<file path="src/verilog/rbg_pkg.sv">
package rbg_pkg;

  // Pin counts for the two package variants
  localparam int GPIO_NUM       = 14;
  localparam int GPIO_NUM_SMALL = 11;

  typedef logic [GPIO_NUM-1:0] rbg_gpio_t;

  localparam rbg_gpio_t PIN_MASK_LARGE = 14'h3FFF;
  localparam rbg_gpio_t PIN_MASK_SMALL = 14'h07FF;

  // Register offsets, byte addresses
  localparam logic [7:0] REG_DIR    = 8'h00;
  localparam logic [7:0] REG_OUT    = 8'h04;
  localparam logic [7:0] REG_IN     = 8'h08;
  localparam logic [7:0] REG_EVENT  = 8'h0C;
  localparam logic [7:0] REG_MASK   = 8'h10;
  localparam logic [7:0] REG_STRAP  = 8'h14;
  localparam logic [7:0] REG_STATUS = 8'h18;
  localparam logic [7:0] REG_CTRL   = 8'h1C;

  // Field positions
  localparam int CTRL_CFG_DONE_BIT = 0;
  localparam int STRAP_CLK_LO      = 0;
  localparam int STRAP_BOOT_BIT    = 2;
  localparam int STAT_ANALOG_BIT   = 3;
  localparam int STAT_TIMEOUT_BIT  = 4;
  localparam int STAT_EXT_BIT      = 5;
  localparam int STAT_SMALL_BIT    = 6;

  // Reset values
  localparam rbg_gpio_t GPIO_RST = 14'h0000;

  // Timing at the 40 ns clock
  localparam int CLK_PERIOD_NS     = 40;
  localparam int T_RST_MIN_NS      = 100;
  localparam int T_RST_DIG_MAX_NS  = 1000;
  localparam int T_RST_ANA_NS      = 10000;
  localparam int T_PLL_START_MS    = 3;
  localparam int T_BOOT_DELAY_MS   = 3;
  localparam int T_BOOT_LIMIT_S    = 1;

  localparam int RST_MIN_CYC_I =
    (T_RST_MIN_NS + CLK_PERIOD_NS - 1) / CLK_PERIOD_NS;
  localparam int RST_DIG_MAX_CYC_I = T_RST_DIG_MAX_NS / CLK_PERIOD_NS;
  localparam int RST_ANA_CYC_I =
    (T_RST_ANA_NS + CLK_PERIOD_NS - 1) / CLK_PERIOD_NS;

  localparam logic [8:0] RST_MIN_CYC     = 9'(RST_MIN_CYC_I);
  localparam logic [8:0] RST_DIG_MAX_CYC = 9'(RST_DIG_MAX_CYC_I);
  localparam logic [8:0] RST_ANA_CYC     = 9'(RST_ANA_CYC_I);
  localparam logic [8:0] LOW_CNT_SAT     = 9'(RST_ANA_CYC_I + 1);

  localparam int PLL_WAIT_CYC_DFLT =
    (T_PLL_START_MS * 1000000) / CLK_PERIOD_NS;
  localparam int BOOT_DLY_CYC_DFLT =
    (T_BOOT_DELAY_MS * 1000000) / CLK_PERIOD_NS;
  localparam int BOOT_LIMIT_CYC_DFLT =
    (T_BOOT_LIMIT_S * 1000000000) / CLK_PERIOD_NS;

  localparam logic [24:0] TIMER_MAX = 25'h1FF_FFFF;

  typedef enum logic [2:0] {
    ST_SENSE    = 3'b000,
    ST_BOOT_DLY = 3'b001,
    ST_BOOT     = 3'b010,
    ST_READY    = 3'b011,
    ST_HELD     = 3'b100,
    ST_PLL_WAIT = 3'b101
  } rbg_state_e;

  typedef struct packed {
    logic       small_pkg;
    logic       ext_supply;
    logic       auto_boot;
    logic [1:0] clk_sel;
  } rbg_boot_opt_s;

  localparam rbg_boot_opt_s BOOT_OPT_RST = 5'h00;

endpackage : rbg_pkg

</file>
<file path="src/verilog/rbg_ctrl.sv">
// Notes on behaviour
// - 14 pins on the large package, 11 on the small one.
// - Each pin is an input or an output on its own.
// - Each pin has its own maskable event; all pins share one host interrupt.
// - Input pins are sampled and latched into a readable register.
// - A level change on an input pin raises an event.
// - After any reset all pins are inputs; levels go to the strap register.
// - The strap register selects clock source and boot source.
// - After the configuration load, directions follow software settings.
// - A low pulse of 100 ns or more resets all state and registers.
// - Low beyond 10 us also cuts the PLL and core supply control.
// - Release after analog reset restores supply and PLL, waits 3 ms.
// - Release of either reset type restarts the boot.
// - After analog reset boot waits until clocks are back.
// - Strap sampling follows both digital and analog resets.
// - Straps are sensed first; boot starts 3 ms later.
// - Auto boot must finish within 1 s, else a timeout flag.
// - Supply select strap high: external supply; low: internal regulator.
// - External mode: control output high enables, low disables supply.
// - Reset low beyond 10 us forces the supply control low.
`timescale 1ns/1ps
module rbg_ctrl
  import rbg_pkg::*;
#(
  parameter int PLL_WAIT_CYC   = PLL_WAIT_CYC_DFLT,
  parameter int BOOT_DLY_CYC   = BOOT_DLY_CYC_DFLT,
  parameter int BOOT_LIMIT_CYC = BOOT_LIMIT_CYC_DFLT
)(
  input  wire logic          CLOCK_I,
  input  wire logic          RESET_N_I,
  input  wire logic          PIN_RESET_N_I,
  input  wire logic          SUPPLY_SOURCE_SELECT_I,
  input  wire logic          PACKAGE_SMALL_I,
  input  wire rbg_gpio_t     GPIO_I,
  output logic [13:0]        GPIO_O,
  output logic [13:0]        GPIO_OE_O,
  input  wire logic [7:0]    ADDR_I,
  input  wire logic [31:0]   WDATA_I,
  input  wire logic          WR_I,
  input  wire logic          RD_I,
  output logic [31:0]        RDATA_O,
  output logic               CORE_SUPPLY_CONTROL_O,
  output logic               REGULATOR_INTERNAL_O,
  output logic               PLL_ENABLE_O,
  output logic               CORE_RESET_N_O,
  output logic               BOOT_START_O,
  output logic               BOOT_DONE_O,
  output logic               BOOT_TIMEOUT_O,
  output rbg_boot_opt_s      BOOT_OPT_O,
  output logic               GPIO_IRQ_O,
  output logic [13:0]        GPIO_EVENT_O
);

  rbg_state_e    state;
  rbg_state_e    next_state;
  logic [8:0]    low_cnt;
  logic [24:0]   timer;
  logic          held_now;
  logic          ana_hit;
  logic          ana_flag;
  logic          ana_seen;
  logic          pwr_on;
  logic          soft_clr;
  logic          cfg_done;
  logic          timeout;
  rbg_boot_opt_s boot_opt;
  rbg_gpio_t     strap;
  rbg_gpio_t     dir;
  rbg_gpio_t     out_val;
  rbg_gpio_t     gpio_in;
  rbg_gpio_t     evt;
  rbg_gpio_t     mask;
  rbg_gpio_t     pin_mask;
  rbg_gpio_t     edge_hit;
  rbg_gpio_t     evt_clr;
  logic [31:0]   next_rdata;

  // Length of the current low pulse on the reset pin, saturating
  always_ff @(posedge CLOCK_I) begin
    if (!RESET_N_I || PIN_RESET_N_I) begin
      low_cnt <= 9'h000;
    end else if (low_cnt != LOW_CNT_SAT) begin
      low_cnt <= low_cnt + 9'h001;
    end
  end

  // Pulses shorter than the minimum are glitches and are ignored
  assign held_now = !PIN_RESET_N_I && (low_cnt >= RST_MIN_CYC - 9'h001);
  assign ana_hit  = !PIN_RESET_N_I && (low_cnt >= RST_ANA_CYC);
  assign soft_clr = !RESET_N_I || (state == ST_HELD);

  always_comb begin
    next_state = state;
    unique case (state)
      ST_SENSE: begin
        next_state = ST_BOOT_DLY;
      end
      ST_BOOT_DLY: begin
        if (timer >= 25'(BOOT_DLY_CYC - 1)) begin
          next_state = ST_BOOT;
        end
      end
      ST_BOOT: begin
        if (cfg_done) begin
          next_state = ST_READY;
        end
      end
      ST_READY: begin
        next_state = ST_READY;
      end
      ST_HELD: begin
        if (PIN_RESET_N_I) begin
          next_state = ana_flag ? ST_PLL_WAIT : ST_SENSE;
        end
      end
      ST_PLL_WAIT: begin
        if (timer >= 25'(PLL_WAIT_CYC - 1)) begin
          next_state = ST_SENSE;
        end
      end
      default: begin
        next_state = ST_SENSE;
      end
    endcase
    if (held_now && state != ST_HELD) begin
      next_state = ST_HELD;
    end
  end

  always_ff @(posedge CLOCK_I) begin
    if (!RESET_N_I) begin
      state <= ST_SENSE;
    end else begin
      state <= next_state;
    end
  end

  // One timer serves each timed state; it restarts on every change
  always_ff @(posedge CLOCK_I) begin
    if (!RESET_N_I || next_state != state) begin
      timer <= 25'h000_0000;
    end else if (timer != TIMER_MAX) begin
      timer <= timer + 25'h000_0001;
    end
  end

  // Analog reset bookkeeping; kept outside the digital clear
  always_ff @(posedge CLOCK_I) begin
    if (!RESET_N_I) begin
      ana_flag <= 1'b0;
    end else if (ana_hit) begin
      ana_flag <= 1'b1;
    end else if (state == ST_PLL_WAIT && next_state != ST_PLL_WAIT) begin
      ana_flag <= 1'b0;
    end
  end

  always_ff @(posedge CLOCK_I) begin
    if (!RESET_N_I) begin
      ana_seen <= 1'b0;
    end else if (state == ST_HELD && PIN_RESET_N_I) begin
      ana_seen <= ana_flag;
    end
  end

  // Supply control and PLL drop together and return at release
  always_ff @(posedge CLOCK_I) begin
    if (!RESET_N_I) begin
      pwr_on <= 1'b1;
    end else if (ana_hit) begin
      pwr_on <= 1'b0;
    end else if (PIN_RESET_N_I) begin
      pwr_on <= 1'b1;
    end
  end

  // Same polarity in both modes: high enables regulator or FET
  assign CORE_SUPPLY_CONTROL_O = pwr_on;
  assign PLL_ENABLE_O          = pwr_on;
  assign REGULATOR_INTERNAL_O  = !boot_opt.ext_supply;

  // Straps are caught only in the sensing state, pins all inputs then
  always_ff @(posedge CLOCK_I) begin
    if (!RESET_N_I) begin
      strap    <= GPIO_RST;
      boot_opt <= BOOT_OPT_RST;
    end else if (state == ST_SENSE) begin
      strap <= GPIO_I & (PACKAGE_SMALL_I ? PIN_MASK_SMALL
                                         : PIN_MASK_LARGE);
      boot_opt.small_pkg  <= PACKAGE_SMALL_I;
      boot_opt.ext_supply <= SUPPLY_SOURCE_SELECT_I;
      boot_opt.auto_boot  <= GPIO_I[STRAP_BOOT_BIT];
      boot_opt.clk_sel    <= GPIO_I[STRAP_CLK_LO +: 2];
    end
  end

  assign BOOT_OPT_O = boot_opt;
  assign pin_mask   = boot_opt.small_pkg ? PIN_MASK_SMALL
                                         : PIN_MASK_LARGE;

  always_ff @(posedge CLOCK_I) begin
    if (soft_clr) begin
      BOOT_START_O <= 1'b0;
    end else begin
      BOOT_START_O <= (state == ST_BOOT_DLY) && (next_state == ST_BOOT);
    end
  end

  assign BOOT_DONE_O = (state == ST_READY);

  always_ff @(posedge CLOCK_I) begin
    if (!RESET_N_I) begin
      CORE_RESET_N_O <= 1'b0;
    end else begin
      CORE_RESET_N_O <= (next_state != ST_HELD);
    end
  end

  // Only auto boot has a bounded load time; host boot may take longer
  always_ff @(posedge CLOCK_I) begin
    if (soft_clr) begin
      timeout <= 1'b0;
    end else if (state == ST_BOOT && boot_opt.auto_boot &&
                 timer >= 25'(BOOT_LIMIT_CYC - 1)) begin
      timeout <= 1'b1;
    end
  end

  assign BOOT_TIMEOUT_O = timeout;
  assign cfg_done = WR_I && (ADDR_I == REG_CTRL) &&
                    WDATA_I[CTRL_CFG_DONE_BIT] && (state == ST_BOOT);

  // Software registers, all cleared by any qualified reset
  always_ff @(posedge CLOCK_I) begin
    if (soft_clr) begin
      dir     <= GPIO_RST;
      out_val <= GPIO_RST;
      mask    <= GPIO_RST;
    end else if (WR_I) begin
      if (ADDR_I == REG_DIR) begin
        dir <= WDATA_I[13:0];
      end
      if (ADDR_I == REG_OUT) begin
        out_val <= WDATA_I[13:0];
      end
      if (ADDR_I == REG_MASK) begin
        mask <= WDATA_I[13:0];
      end
    end
  end

  // Pins drive only once the configuration is in
  always_ff @(posedge CLOCK_I) begin
    if (soft_clr) begin
      GPIO_OE_O <= GPIO_RST;
      GPIO_O    <= GPIO_RST;
    end else begin
      GPIO_OE_O <= (state == ST_READY) ? (dir & pin_mask)
                                       : GPIO_RST;
      GPIO_O    <= out_val & pin_mask;
    end
  end

  // Output pins keep their last input sample
  always_ff @(posedge CLOCK_I) begin
    if (soft_clr) begin
      gpio_in <= GPIO_RST;
    end else begin
      gpio_in <= ((gpio_in & dir) | (GPIO_I & ~dir)) & pin_mask;
    end
  end

  // Edges counted only when running, so strap levels raise nothing
  assign edge_hit = (state == ST_READY) ?
                    ((gpio_in ^ GPIO_I) & ~dir & pin_mask) : GPIO_RST;
  assign evt_clr  = (WR_I && ADDR_I == REG_EVENT) ? WDATA_I[13:0]
                                                  : GPIO_RST;

  // Write one to clear; a new edge in the same cycle wins
  always_ff @(posedge CLOCK_I) begin
    if (soft_clr) begin
      evt          <= GPIO_RST;
      GPIO_EVENT_O <= GPIO_RST;
    end else begin
      evt          <= (evt & ~evt_clr) | edge_hit;
      GPIO_EVENT_O <= edge_hit;
    end
  end

  assign GPIO_IRQ_O = |(evt & mask);

  always_comb begin
    next_rdata = 32'h0000_0000;
    unique case (ADDR_I)
      REG_DIR:    next_rdata[13:0] = dir;
      REG_OUT:    next_rdata[13:0] = out_val;
      REG_IN:     next_rdata[13:0] = gpio_in;
      REG_EVENT:  next_rdata[13:0] = evt;
      REG_MASK:   next_rdata[13:0] = mask;
      REG_STRAP:  next_rdata[13:0] = strap;
      REG_STATUS: begin
        next_rdata[2:0]              = state;
        next_rdata[STAT_ANALOG_BIT]  = ana_seen;
        next_rdata[STAT_TIMEOUT_BIT] = timeout;
        next_rdata[STAT_EXT_BIT]     = boot_opt.ext_supply;
        next_rdata[STAT_SMALL_BIT]   = boot_opt.small_pkg;
      end
      default:    next_rdata = 32'h0000_0000;
    endcase
  end

  // Read data valid only in the cycle after the strobe
  always_ff @(posedge CLOCK_I) begin
    if (!RESET_N_I || !RD_I) begin
      RDATA_O <= 32'h0000_0000;
    end else begin
      RDATA_O <= next_rdata;
    end
  end
endmodule : rbg_ctrl

</file>
<file path="config.mk">
export PLATFORM = sky130hd
export DESIGN_NAME = rbg_ctrl
export DESIGN_NICKNAME = d
export VERILOG_FILES = /design/src/verilog/rbg_pkg.sv /design/src/verilog/rbg_ctrl.sv
export SDC_FILE = /design/constraint.sdc
export NUM_CORES = 1
export LEC_CHECK = 0
export ABC_AREA = 0
export BUFFER_PORTS_ARGS = -buffer_cell sky130_fd_sc_hd__buf_2
export CAP_MARGIN = 20
export CORE_MARGIN = 3
export CORE_UTILIZATION = 30
export DETAILED_ROUTE_END_ITERATION = 7
export PLACE_DENSITY = 0.55
export RECOVER_POWER = 50
export SETUP_SLACK_MARGIN = 0.3
export SLEW_MARGIN = 20
export SYNTH_ARGS = -nofsm -noshare
export SYNTH_HDL_FRONTEND = slang
export SYNTH_SLANG_ARGS = --single-unit
</file>
<file path="constraint.sdc">
create_clock -name CLOCK_I -period 4.15 [get_ports CLOCK_I]
set_input_delay 0.2075 -clock CLOCK_I [delete_from_list [all_inputs] [get_ports CLOCK_I]]
set_output_delay 0.2075 -clock CLOCK_I [all_outputs]
set_load 0.01 [all_outputs]
</file>
### Word level (Yosys, flattened, before mapping)

Index checks and enable logic that the tools add are counted.

| storage, ports and cells | value |
|---|---|
| output and inout port bits | 87 |
| word-level logic and storage cells | 111 |
| flip-flop bits (word level) | 206 |
| input bits | 61 |

| cells by class | value |
|---|---|
| $add $sub $neg | 2 |
| eq/ne operators | 19 |
| muxes and demuxes | 17 |
| order comparisons | 4 |
| bitwise operators | 16 |
| reductions and logical operators | 29 |

Operator list:

| cell | count |
|---|---|
| 14-bit bitwise AND | 10 |
| 14-bit two-way mux | 4 |
| 7-bit case mux with 7 select lines | 1 |
| 7-bit case mux with 6 select lines | 1 |
| 8-bit by 5-bit equality test with 1-bit output (second input constant) | 4 |
| 14-bit inverter | 2 |
| 14-bit OR | 2 |
| 25-bit by 1-bit adder with 25-bit output (second input constant) | 1 |
| 25-bit by 17-bit >= comparator with 1-bit output (second input constant) | 1 |
| 25-bit >= comparator (second input constant) | 1 |
| 25-bit inequality test (second input constant) | 1 |
| 3-bit two-way mux | 6 |
| 3-bit case mux with 6 select lines | 1 |
| 8-bit by 4-bit equality test with 1-bit output (second input constant) | 2 |
| 14-bit OR reduction | 1 |
| 14-bit bitwise XOR | 1 |
| 1-bit logical AND | 12 |
| 9-bit by 1-bit adder with 9-bit output (second input constant) | 1 |
| 3-bit by 2-bit equality test with 1-bit output (second input constant) | 3 |
| 9-bit by 2-bit >= comparator with 1-bit output (second input constant) | 1 |
| 9-bit by 8-bit >= comparator with 1-bit output (second input constant) | 1 |
| 3-bit inequality test (second input constant) | 3 |
| 9-bit by 8-bit inequality test with 1-bit output (second input constant) | 1 |
| 8-bit by 3-bit equality test with 1-bit output (second input constant) | 1 |
| 12 further kinds | 25 |

### Logic depth before layout (Yosys ltp)

Gate-level depths: netlist of run 1.

| depth | value |
|---|---|
| depth after elaboration | 11 |
| depth in mapped cells | 9 |
| depth with buffers taken out | 8 |

### Worst setup path before layout of run 1

OpenSTA, ideal clock, no wires.

| timing | value |
|---|---|
| path kind | input to register |
| start | in ADDR_I[1] |
| end | reg timer[24] |
| setup time | 0.115 ns |
| data required time | 4.035 ns |
| arrival time | 1.873 ns |
| setup slack | 2.161 ns |
| cell stages on the path | 8 |
| path buffers | 2 |
| path through | or4_4 > or3b_1 > buf_6 > o21ai_1 > a21oi_1 > o211ai_2 > buf_4 > nor2_1 |

| on the way | value |
|---|---|
| word-level cells in the longest chain between the ends | 9 |

Ends and longest elaborated chain:

| what | line | RTL |
|---|---|---|
| start, declared | rbg_ctrl.sv:37 | `input wire logic [7:0] ADDR_I,` |
| 8-bit by 5-bit equality test with 1-bit output | rbg_ctrl.sv:230 | `assign cfg_done = WR_I && (ADDR_I == REG_CTRL) &&` |
| 1-bit logical AND (2 in a row) | rbg_ctrl.sv:230 |  |
| 1-bit logical AND | rbg_ctrl.sv:231 | `WDATA_I[CTRL_CFG_DONE_BIT] && (state == ST_BOOT);` |
| 3-bit two-way mux | rbg_ctrl.sv:104 | `if (cfg_done) begin` |
| 3-bit case mux with 6 select lines | rbg_ctrl.sv:94 | `unique case (state)` |
| 3-bit two-way mux | rbg_ctrl.sv:125 | `if (held_now && state != ST_HELD) begin` |
| 3-bit inequality test | rbg_ctrl.sv:140 | `if (!RESET_N_I \|\| next_state != state) begin` |
| 1-bit logical OR | rbg_ctrl.sv:140 |  |
| end signal, assigned | rbg_ctrl.sv:143 | `timer <= timer + 25'h000_0001;` |
| end, declared | rbg_ctrl.sv:57 | `logic [24:0] timer;` |

No other way between the ends.
A chain may end at the register's enable or synchronous reset.

### Worst setup path in the final report of run 1

| timing | value |
|---|---|
| start | reg state[0] |
| end | reg evt[3] |

| on the way | value |
|---|---|
| word-level cells in the longest chain between the ends | 3 |
| elaborated cells on any way between the ends | 5 |
| classes of those cells | eq/ne (2); mux (1); bitwise (1); reduce/logical (1) |

Ends and longest elaborated chain:

| what | line | RTL |
|---|---|---|
| start, declared | rbg_ctrl.sv:54 | `rbg_state_e state;` |
| start signal, assigned | rbg_ctrl.sv:134 | `state <= next_state;` |
| 3-bit by 2-bit equality test with 1-bit output | rbg_ctrl.sv:274 | `assign edge_hit = (state == ST_READY) ?` |
| 14-bit two-way mux | rbg_ctrl.sv:274 |  |
| 14-bit OR | rbg_ctrl.sv:285 | `evt <= (evt & ~evt_clr) \| edge_hit;` |
| end signal, assigned | rbg_ctrl.sv:285 |  |
| end, declared | rbg_ctrl.sv:71 | `rbg_gpio_t evt;` |

Several ways; a longest one is shown, not always the timed one.

==> flow_summary.ini, run 1 <==
[timing]
tightestPinTransition_ns = 1.847
clock.fmax_ghz = 0.3455
finalMaxSlewViolations = 8
hold_viol = 0
rsz0062_at_grt = no
setup-violations-final = 0
clock_skew_ns = 0.01576
finalSetupTns_ns = 0
relSlewSlack_pct = -24.67
period_needed_ns = 2.894
finalCritPeriodShare_pct = 69.74

[setup_path]
path_buf_inv = 3
r2r_end = evt[3]
worst-endpoint-required_ns = 4.53
r2r_cells = 7
critical_path.top_delay_family = buffers and inverters
max_stage_delay_ns = 0.60
crit_path_max_fanout = 15
cp-startpoint = state[0]
worstPathCellList = inv_1, nor3_1, clkbuf_1, nand2_1, clkbuf_1, nor3_1, a31o_2
crit_type = flip-flop to flip-flop
startpoint_type = flip-flop
timing.rr.start = state[0]
crit_slowest_cell = nor3_1
regToRegSetupSlack_ns = 1.26
endpoint_kind = flip-flop
arrival_ns = 3.27

[logic_synthesis]
ys_types = 54
synth_fa_ha_area_share_pct = 0.4836
synth_top_family_by_area = simple AND/OR/NAND/NOR gates
synth_async_sr_flop_share_pct = 0
synth-simple-area-share_pct = 22.55
syn_avg_cell_area_um2 = 8.983
synth_compound_area_share_pct = 13.85
synth_seq_area_share_pct = 47.72
synth_edf_count = 0
synthXorXnorAreaFrac_pct = 4.288
yosysWarnings = 0
synth-seq-cells = 185
synthMuxAreaShare_pct = 5.900
ys.flop_type = dfxtp_1
syn-cell-area_um2 = 7761
syn-instance-count = 864

[power]
peakVddDrop_v = 0.0002235
power_mw = 3.838
leakagePower_nw = 3.202
power_density_nw_per_um2 = 424.8

[global_route]
grt_usage_pct = 16.22
grt-ovfl-total = 0
grt_max_degree = 35
first_global_vias = 6347
grt_first_pass_wirelength_um = 35980
antenna_found_initial = 1

[cts]
post_cts_buffers = 0
worstSkewPairLatency_ns = 0.45
cts.reportedPaths.clkPinSlew_ns = 0.09
cts.sinks = 185
htreeDepth = 4
ctsLongestPathBuffers = 2
cts_tree = built
ctsResizeCount = 0
cts-buffers-inserted = 17
root_buffer = clkbuf_16
postCtsHoldBufs = 0

[route]
drt_first_pass_iters = 5
vias = 6481
drc = 0
drt_iter0_markers = 566
drtAntennaViolNets = 0
wirelength_um = 22770
wl_per_cell_um = 17.57
viasPerCell = 5.001

[place]
place_hpwl_um = 15390
gp_congestion = 0.7896
io_buffers = 111

[floorplanning]
pin_count = 148
core_area_um2 = 25330
start_util_pct = 30.64
dieArea_um2 = 27840
die_h_um = 166.8
fp.dieW_um = 166.8
rows = 58

[cells_and_area]
layout.nets = 1017
syn_to_final_growth_pct = 16.40
layout-drive-gt1-share_pct = 12.73
diodes = 0

[outcome]
violations = capacitance limit, slew limit
status = finished with violations

[hold_path]
worstHoldStart = WDATA_I[7]
whs_endpoint = out_val[7]
whs_path_depth = 3
hp-class = input port to flip-flop

[job]
cap_violations = 1
==> worst reg2reg max path: stages (launching register included) <==
cell,delay (ns)
dfxtp_1,0.56
inv_1,0.13
nor3_1,0.20
clkbuf_1,0.57
nand2_1,0.11
clkbuf_1,0.48
nor3_1,0.60
a31o_2,0.18
==> layout make-up <==
| class | count | area (µm²) |
|---|---|---|
| clock buffer | 18 | 439.2 |
| clock inverter | 14 | 191.4 |
| fill | 2652 | 16290 |
| inverter | 9 | 33.78 |
| multi-input combinational | 619 | 3710 |
| sequential | 185 | 3704 |
| tap | 330 | 412.9 |
| timing repair buffer | 121 | 543.0 |
==> flip-flops by register name, indices dropped and copies added (netlist names), named ones only <==
name	flops
BOOT_OPT_O	3
BOOT_START_O	1
BOOT_TIMEOUT_O	1
CORE_RESET_N_O	1
CORE_SUPPLY_CONTROL_O	1
GPIO_EVENT_O	14
GPIO_O	14
GPIO_OE_O	14
RDATA_O	14
ana_flag	1
ana_seen	1
dir	14
evt	14
gpio_in	3
low_cnt	9
mask	14
out_val	14
state	3
strap	13
timer	25
==> power breakdown <==
| part | total [mW] | leakage [nW] | switching, mW | internal [mW] |
|---|---|---|---|---|
| Sequential | 1.85 | 1.50 | 0.0382 | 1.81 |
| Combinational | 0.258 | 1.40 | 0.173 | 0.0852 |
| Clock | 1.73 | 0.308 | 0.838 | 0.896 |
| Total | 3.84 | 3.20 | 1.05 | 2.79 |
==> metal layers <==
layer	vias to the layer above	wire length (µm)	GRT usage (%)
met5	-	13	0
met4	2	269	4.878
met3	19	1393	3.940
met2	192	10850	26.74
met1	3088	10240	21.10
li1	3180	-	-
==> Yosys cell counts (4+ instances only) <==
cell type	number	share of area [%]
dfxtp_1	185	48
nand2_1	126	6.1
nor2_1	71	3.4
a21oi_1	63	4.1
nand3_1	49	3.2
and3_1	31	2.5
clkbuf_1	29	1.4
xnor2_1	28	3.2
a22oi_1	24	2.3
buf_4	24	2.3
nor3_1	23	1.5
mux2i_1	21	2.7
a21boi_0	17	1.6
a31o_2	15	1.7
o21ai_0	15	0.97
buf_2	11	0.71
and2_1	10	0.81
nand4_1	10	0.81
xor2_1	10	1.1
inv_1	9	0.44
mux2_2	8	1.2
nor4_1	8	0.64
a31oi_1	7	0.56
and4_1	7	0.79
mux4_2	7	2.0
nand3b_1	5	0.48
or3_1	4	0.32
==> cells by family (layout without fill, tap and decap cells) <==
family / count (synthesis) / count (layout)
buffers and inverters: 77 / 162
adders and majority gates: 3 / 3
and+or+nand+nor: 361 / 361
DFF: 185 / 185
xor gates and xnor gates: 38 / 38
AOI/OAI and AO/OA: 163 / 163
muxes: 36 / 36
other: 1 / 18
==> per-stage QoR <==
stage | instances | utilization [%] | hold WS (ns) | setup WS [ns] | instance area, µm²
2_1_floorplan | 881 | - | 0.3480 | 2.161 | 7825
3_3_place_gp | 1263 | 33.61 | 0.4465 | 1.434 | 8512
3_5_place_dp | 1263 | 33.61 | 0.4524 | 1.432 | 8512
4_1_cts | 1295 | 36.10 | 0.02197 | 1.405 | 9143
5_1_grt | 1296 | 35.67 | 0.02405 | 0.9996 | 9034
6_report | 1296 | 35.67 | 0.03303 | 1.256 | 9034
==> worst max-delay path by stage <==
| stage | endpoint | cells past startpoint |
|---|---|---|
| after floorplan | timer[24] | 8 |
| after global placement | timer[2] | 6 |
| after detailed placement | timer[2] | 6 |
| after CTS | timer[2] | 6 |
| after global routing | evt[3] | 7 |
| final | evt[3] | 7 |
==> cells in the final DEF, fill, tap and decap left out, types with 15 or more instances in the layout <==
master	instances
and3_1	31
mux2i_1	21
clkbuf_16	17
nand2_1	125
nor2_1	72
a21boi_0	17
conb_1	18
xnor2_1	28
buf_2	44
o21ai_0	16
dfxtp_1	185
a21oi_1	63
clkbuf_1	69
nor3_1	22
a31o_2	15
nand3_1	49
a22oi_1	24
Power figures use the tool's default switching activity.
==> inputs of run 2 (changes only) <==
==> constraint.sdc (replaced) <==
create_clock -name CLOCK_I -period 2.8 [get_ports CLOCK_I]
set_input_delay 0.14 -clock CLOCK_I [delete_from_list [all_inputs] [get_ports CLOCK_I]]
set_output_delay 0.14 -clock CLOCK_I [all_outputs]
set_load 0.01 [all_outputs]
==> run 2 against run 1 <==
  * The run now ends clean
  * Clock power increased by 45%
  * Sequential power increased by 48%
  * Register-to-register slack worse by 0.72 ns
  * Final area grew 4.6%
  * Non-clock buffer count is 41 higher
  * Via count up 3.8%
  * Flip-flop and latch count stayed put
  * Hold slack worse by 0.017 ns
  * Critical path type is now flip-flop to output port
  * Largest cell class unchanged
==> flow_summary.ini, run 2 (synthesis gave the netlist of run 1 again) <==
[route]
drtAntennaViolNets = 0
drt_iter0_markers = 532
wl_met1_um = 10620
viasPerCell = 5.029
wirelength_um = 23280
route.met2.wl_um = 10860
drc = 0
dr_wl_met3_um = 1289
top_layer_used = met4
vias = 6729
wl_per_cell_um = 17.40
drt_first_pass_iters = 5

[timing]
clock_skew_ns = 0.01262
finalMaxSlewViolations = 0
finalSetupTns_ns = 0
relSlewSlack_pct = 27.68
clock.fmax_ghz = 0.4316
whs_ns = 0.01581
layout_setup_ws_ns = 0.4828
hold_viol = 0
period_needed_ns = 2.317
finalCritPeriodShare_pct = 82.76
setup-violations-final = 0
rsz0062_at_grt = no
tightestPinTransition_ns = 1.085

[setup_path]
arrival_ns = 2.18
r2r_cells = 7
cp-startpoint = state[1]
crit_slowest_cell = clkbuf_1
critPathCapture = BOOT_DONE_O
endpoint_kind = output port
max_stage_delay_ns = 0.54
r2r_end = timer[5]
regToRegSetupSlack_ns = 0.54
timing.rr.start = timer[0]
worst-endpoint-required_ns = 2.66
worstPathCellList = inv_1, nor3_1, clkbuf_1, buf_2
startpoint_type = flip-flop
crit_path_max_fanout = 12
crit_type = flip-flop to output port

[cts]
htreeDepth = 4
worstSkewPairLatency_ns = 0.44
cts_tree = built
ctsResizeCount = 0
cts-buffers-inserted = 17
root_buffer = clkbuf_16
cts.sinks = 185
cts.reportedPaths.clkPinSlew_ns = 0.08
ctsLongestPathBuffers = 2

[global_route]
grt_max_degree = 26
first_global_vias = 6589
antenna_found_initial = 1
grt_first_pass_wirelength_um = 36850
grt_usage_pct = 16.59
grt-ovfl-total = 0

[power]
power_density_nw_per_um2 = 601.1
power_mw = 5.680
peakVddDrop_v = 0.0003389
leakagePower_nw = 3.382

[floorplanning]
die_h_um = 166.8
pin_count = 148
dieArea_um2 = 27840
fp.dieW_um = 166.8
start_util_pct = 30.64
core_area_um2 = 25330
rows = 58

[job]
cap_violations = 0

[place]
gp_congestion = 0.8023
io_buffers = 111
place_hpwl_um = 16170
pre_cts_slack_ns = 0.3003

[cells_and_area]
layout.nets = 1058
syn_to_final_growth_pct = 21.75
largest_register_ffs = 25
layout-drive-gt1-share_pct = 13.70
fillers = 2616
final_cell_mix = dfxtp_1, nand2_1, nor2_1, clkbuf_1, a21oi_1
mostFrequentLayoutCell = dfxtp_1
regMostFlops = timer

[hold_path]
hp-class = input port to flip-flop
worstHoldStart = PACKAGE_SMALL_I

[outcome]
status = finished, final reports clean
run 2: stage by stage:
stage | std cells | util, % | cell area, µm²
CTS | 1337 | 37.72 | 9553
floorplan | 881 | - | 7825
finish | 1338 | 37.31 | 9449
global route | 1338 | 37.31 | 9449
detailed placement | 1278 | 34.20 | 8662
global placement | 1278 | 34.20 | 8662
run 2: cell type report:
cell class                      instances  area [µm²]  share of cell area (%)
Sequential cell                       185        3704                   39.19
Clock buffer                           18       439.2                   4.648
Timing Repair Buffer                  162       948.4                   10.04
Clock inverter                         14       181.4                   1.920
Tap cell                              330       412.9                   4.370
Antenna cell                            1       2.502                 0.02648
Multi-Input combinational cell        619        3727                   39.45
Inverter                                9       33.78                  0.3575
run 2: timing repair:
action                    4_1_cts  5_1_grt
buffers inserted                0        0
hold buffers                   27        0
hold endpoints to repair       59        0
run 2: worst max-delay path, delay by kind of cell (launching register included):
kind                   cells  cell delay (ns)
and+or+nand+nor            1             0.25
buffers and inverters      3             0.98
DFF                        1             0.52
run 2: per-layer routing:
metal	vias to the layer above	GRT usage (%)
met5	-	0
met4	0	5.990
met3	36	3.465
met2	201	26.65
met1	3218	22.13
li1	3274	-
run 2: how the worst min path moves through the flow:
stage,to,depth (start not counted),slack [ns]
2_1_floorplan,out_val[0],2,0.28
3_5_place_dp,BOOT_OPT_O[3],3,0.42
3_3_place_gp,BOOT_OPT_O[3],3,0.42
6_report,BOOT_OPT_O[4],3,0.02
4_1_cts,BOOT_OPT_O[4],3,0.0006
5_1_grt,BOOT_OPT_O[4],3,0.02
run 2: power breakdown:
group	switching (mW)	internal, mW	leakage (nW)	total [mW]
registers	0.0545	2.68	1.50	2.73
logic	0.269	0.169	1.59	0.438
clock network	1.19	1.31	0.296	2.51
==> inputs of run 3 (changes only) <==
==> constraint.sdc (replaced) <==
create_clock -name CLOCK_I -period 2.41 [get_ports CLOCK_I]
set_input_delay 0.1205 -clock CLOCK_I [delete_from_list [all_inputs] [get_ports CLOCK_I]]
set_output_delay 0.1205 -clock CLOCK_I [all_outputs]
set_load 0.01 [all_outputs]
==> run 3 against run 2 <==
  * First-iteration DRC count increased by 9.2%
  * Via count increased by 0.46%
  * Clock skew rose by 0.0014 ns
  * Largest power group unchanged
  * Setup slack worse by 0.17 ns
  * Largest cell class unchanged
  * Global-route usage decreased by 0.43 points
  * Hold slack gained 0.031 ns
  * Highest routed layer unchanged
  * Utilization rose by 0.98 points
==> flow_summary.ini, run 3 (synthesis gave the netlist of run 1 again) <==
[setup_path]
endpoint_kind = output port
crit_type = flip-flop to output port
worst-endpoint-required_ns = 2.29
crit_path_max_fanout = 12
arrival_ns = 1.98
startpoint_type = flip-flop

[cts]
cts-buffers-inserted = 17
htreeDepth = 4
worstSkewPairLatency_ns = 0.43
cts.reportedPaths.clkPinSlew_ns = 0.07
root_buffer = clkbuf_16
cts.sinks = 185
cts_tree = built
ctsLongestPathBuffers = 2

[power]
p_sw_share_pct = 25.80
pwr-share-clk_pct = 44.2
p_sw_mw = 1.720
peakVddDrop_v = 0.0004447
leakagePower_nw = 3.514
power_density_nw_per_um2 = 687.7
combPwrFrac_pct = 8.3
power.internal_mw = 4.948
pwr-share-seq_pct = 47.5

[place]
placed_cells = 1297
gp_congestion = 0.8249
io_buffers = 111
place_hpwl_um = 16290
post_dp_cell_area_um2 = 8767

[cells_and_area]
regMostFlops = timer
layout.nets = 1085
diodes = 0
fillers = 2620
seq_area_um2 = 3704
instances_no_fill = 1364
largest_register_ffs = 25
final_cell_mix = dfxtp_1, nand2_1, nor2_1, clkbuf_1, a21oi_1
multiInputGateArea_um2 = 3807
syn_to_final_growth_pct = 24.94
mostFrequentLayoutCell = dfxtp_1
design_area_um2 = 9697
layout-drive-gt1-share_pct = 16.73
post-route-util_pct = 38.29

[route]
wl_per_cell_um = 16.84
vias = 6760
wirelength_um = 22970
viasPerCell = 4.956
drt_first_pass_iters = 5
drt_iter0_markers = 581
drc = 0
drtAntennaViolNets = 0

[timing]
period_needed_ns = 2.101
whs_ns = 0.04696
finalSetupTns_ns = 0
setup-violations-final = 0
relSlewSlack_pct = 20.63
finalCritPeriodShare_pct = 87.17
tightestPinTransition_ns = 1.191
hold_viol = 0
finalMaxSlewViolations = 0
rsz0062_at_grt = yes
clock.fmax_ghz = 0.4760
clock_skew_ns = 0.01405

[global_route]
use_met2_pct = 27.20
grt_usage_pct = 16.17
grt-busiest-layer = met2
grt_max_degree = 25
grt-ovfl-total = 0
first_global_vias = 6347
antenna_found_initial = 0
use_met3_pct = 3.465
gr-usage-met1_pct = 21.48
grt_first_pass_wirelength_um = 36200

[floorplanning]
start_util_pct = 30.64
dieArea_um2 = 27840
core_area_um2 = 25330
pin_count = 148
die_h_um = 166.8
rows = 58
fp.dieW_um = 166.8

[outcome]
status = finished, final reports clean

[job]
cap_violations = 0

[hold_path]
hp-class = input port to flip-flop
-- run 3: cell types whose count changed in the layout (fill, tap and decap cells not counted), sizes merged --
cell,delta
diode,-1
buf,+22
dlygate4sd3,+3
bufinv,+1
clkinvlp,-2
clkbuf,+3
-- run 3: critical path, stage by stage (launching register included) --
cell	delay, ns
dfxtp_1	0.32
buf_4	0.17
inv_1	0.09
nor3_2	0.19
clkbuf_1	0.53
buf_2	0.25
-- run 3: cell type report --
| class | count | share of cell area, % |
|---|---|---|
| clock buffers | 19 | 4.568 |
| clock inverters | 13 | 1.794 |
| inverters | 9 | 0.3484 |
| multi-input cells | 619 | 39.26 |
| flip-flops and latches | 185 | 38.19 |
| well taps | 330 | 4.258 |
| repair buffers | 189 | 11.57 |
-- run 3: power groups by stage --
stage                     logic [mW]  clock network (mW)  registers (mW)
after floorplan                0.318                   0            3.22
after global placement         0.484                   0            3.24
after detailed placement       0.490                   0            3.24
after CTS                      0.550                3.01            3.17
after global routing           0.607                3.15            3.18
final                          0.553                2.95            3.17
-- run 3: timing repair --
action,in CTS,in global routing
pin swaps,2,1
hold buffers,30,0
endpoints found under the setup margin,19,32
hold endpoints to repair,68,0
buffers inserted,5,0
gates resized for setup,5,14
-- run 3: final timing paths --
check	start	end	slack, ns	cells past startpoint
hold reg to reg	out_val[13]	out_val[13]	0.47	2
setup / recovery	state[0]	BOOT_DONE_O	0.31	5
hold / removal	PIN_RESET_N_I	ana_seen	0.05	3
setup reg to reg	low_cnt[0]	timer[16]	0.35	9
-- run 3: per-stage QoR --
step           worst slack, ns  power (mW)
2_1_floorplan           0.4363       3.537
3_3_place_gp            0.1219       3.720
3_5_place_dp            0.1219       3.729
4_1_cts                 0.3032       6.725
5_1_grt                 0.1499       6.933
6_report                0.3091       6.668
-- run 3: layer usage --
layer | vias to the layer above | share of wire (%)
met2 | 200 | 49
li1 | 3317 | -
met3 | 19 | 4.8
met4 | 0 | 1.2
met1 | 3224 | 45
met5 | - | 0
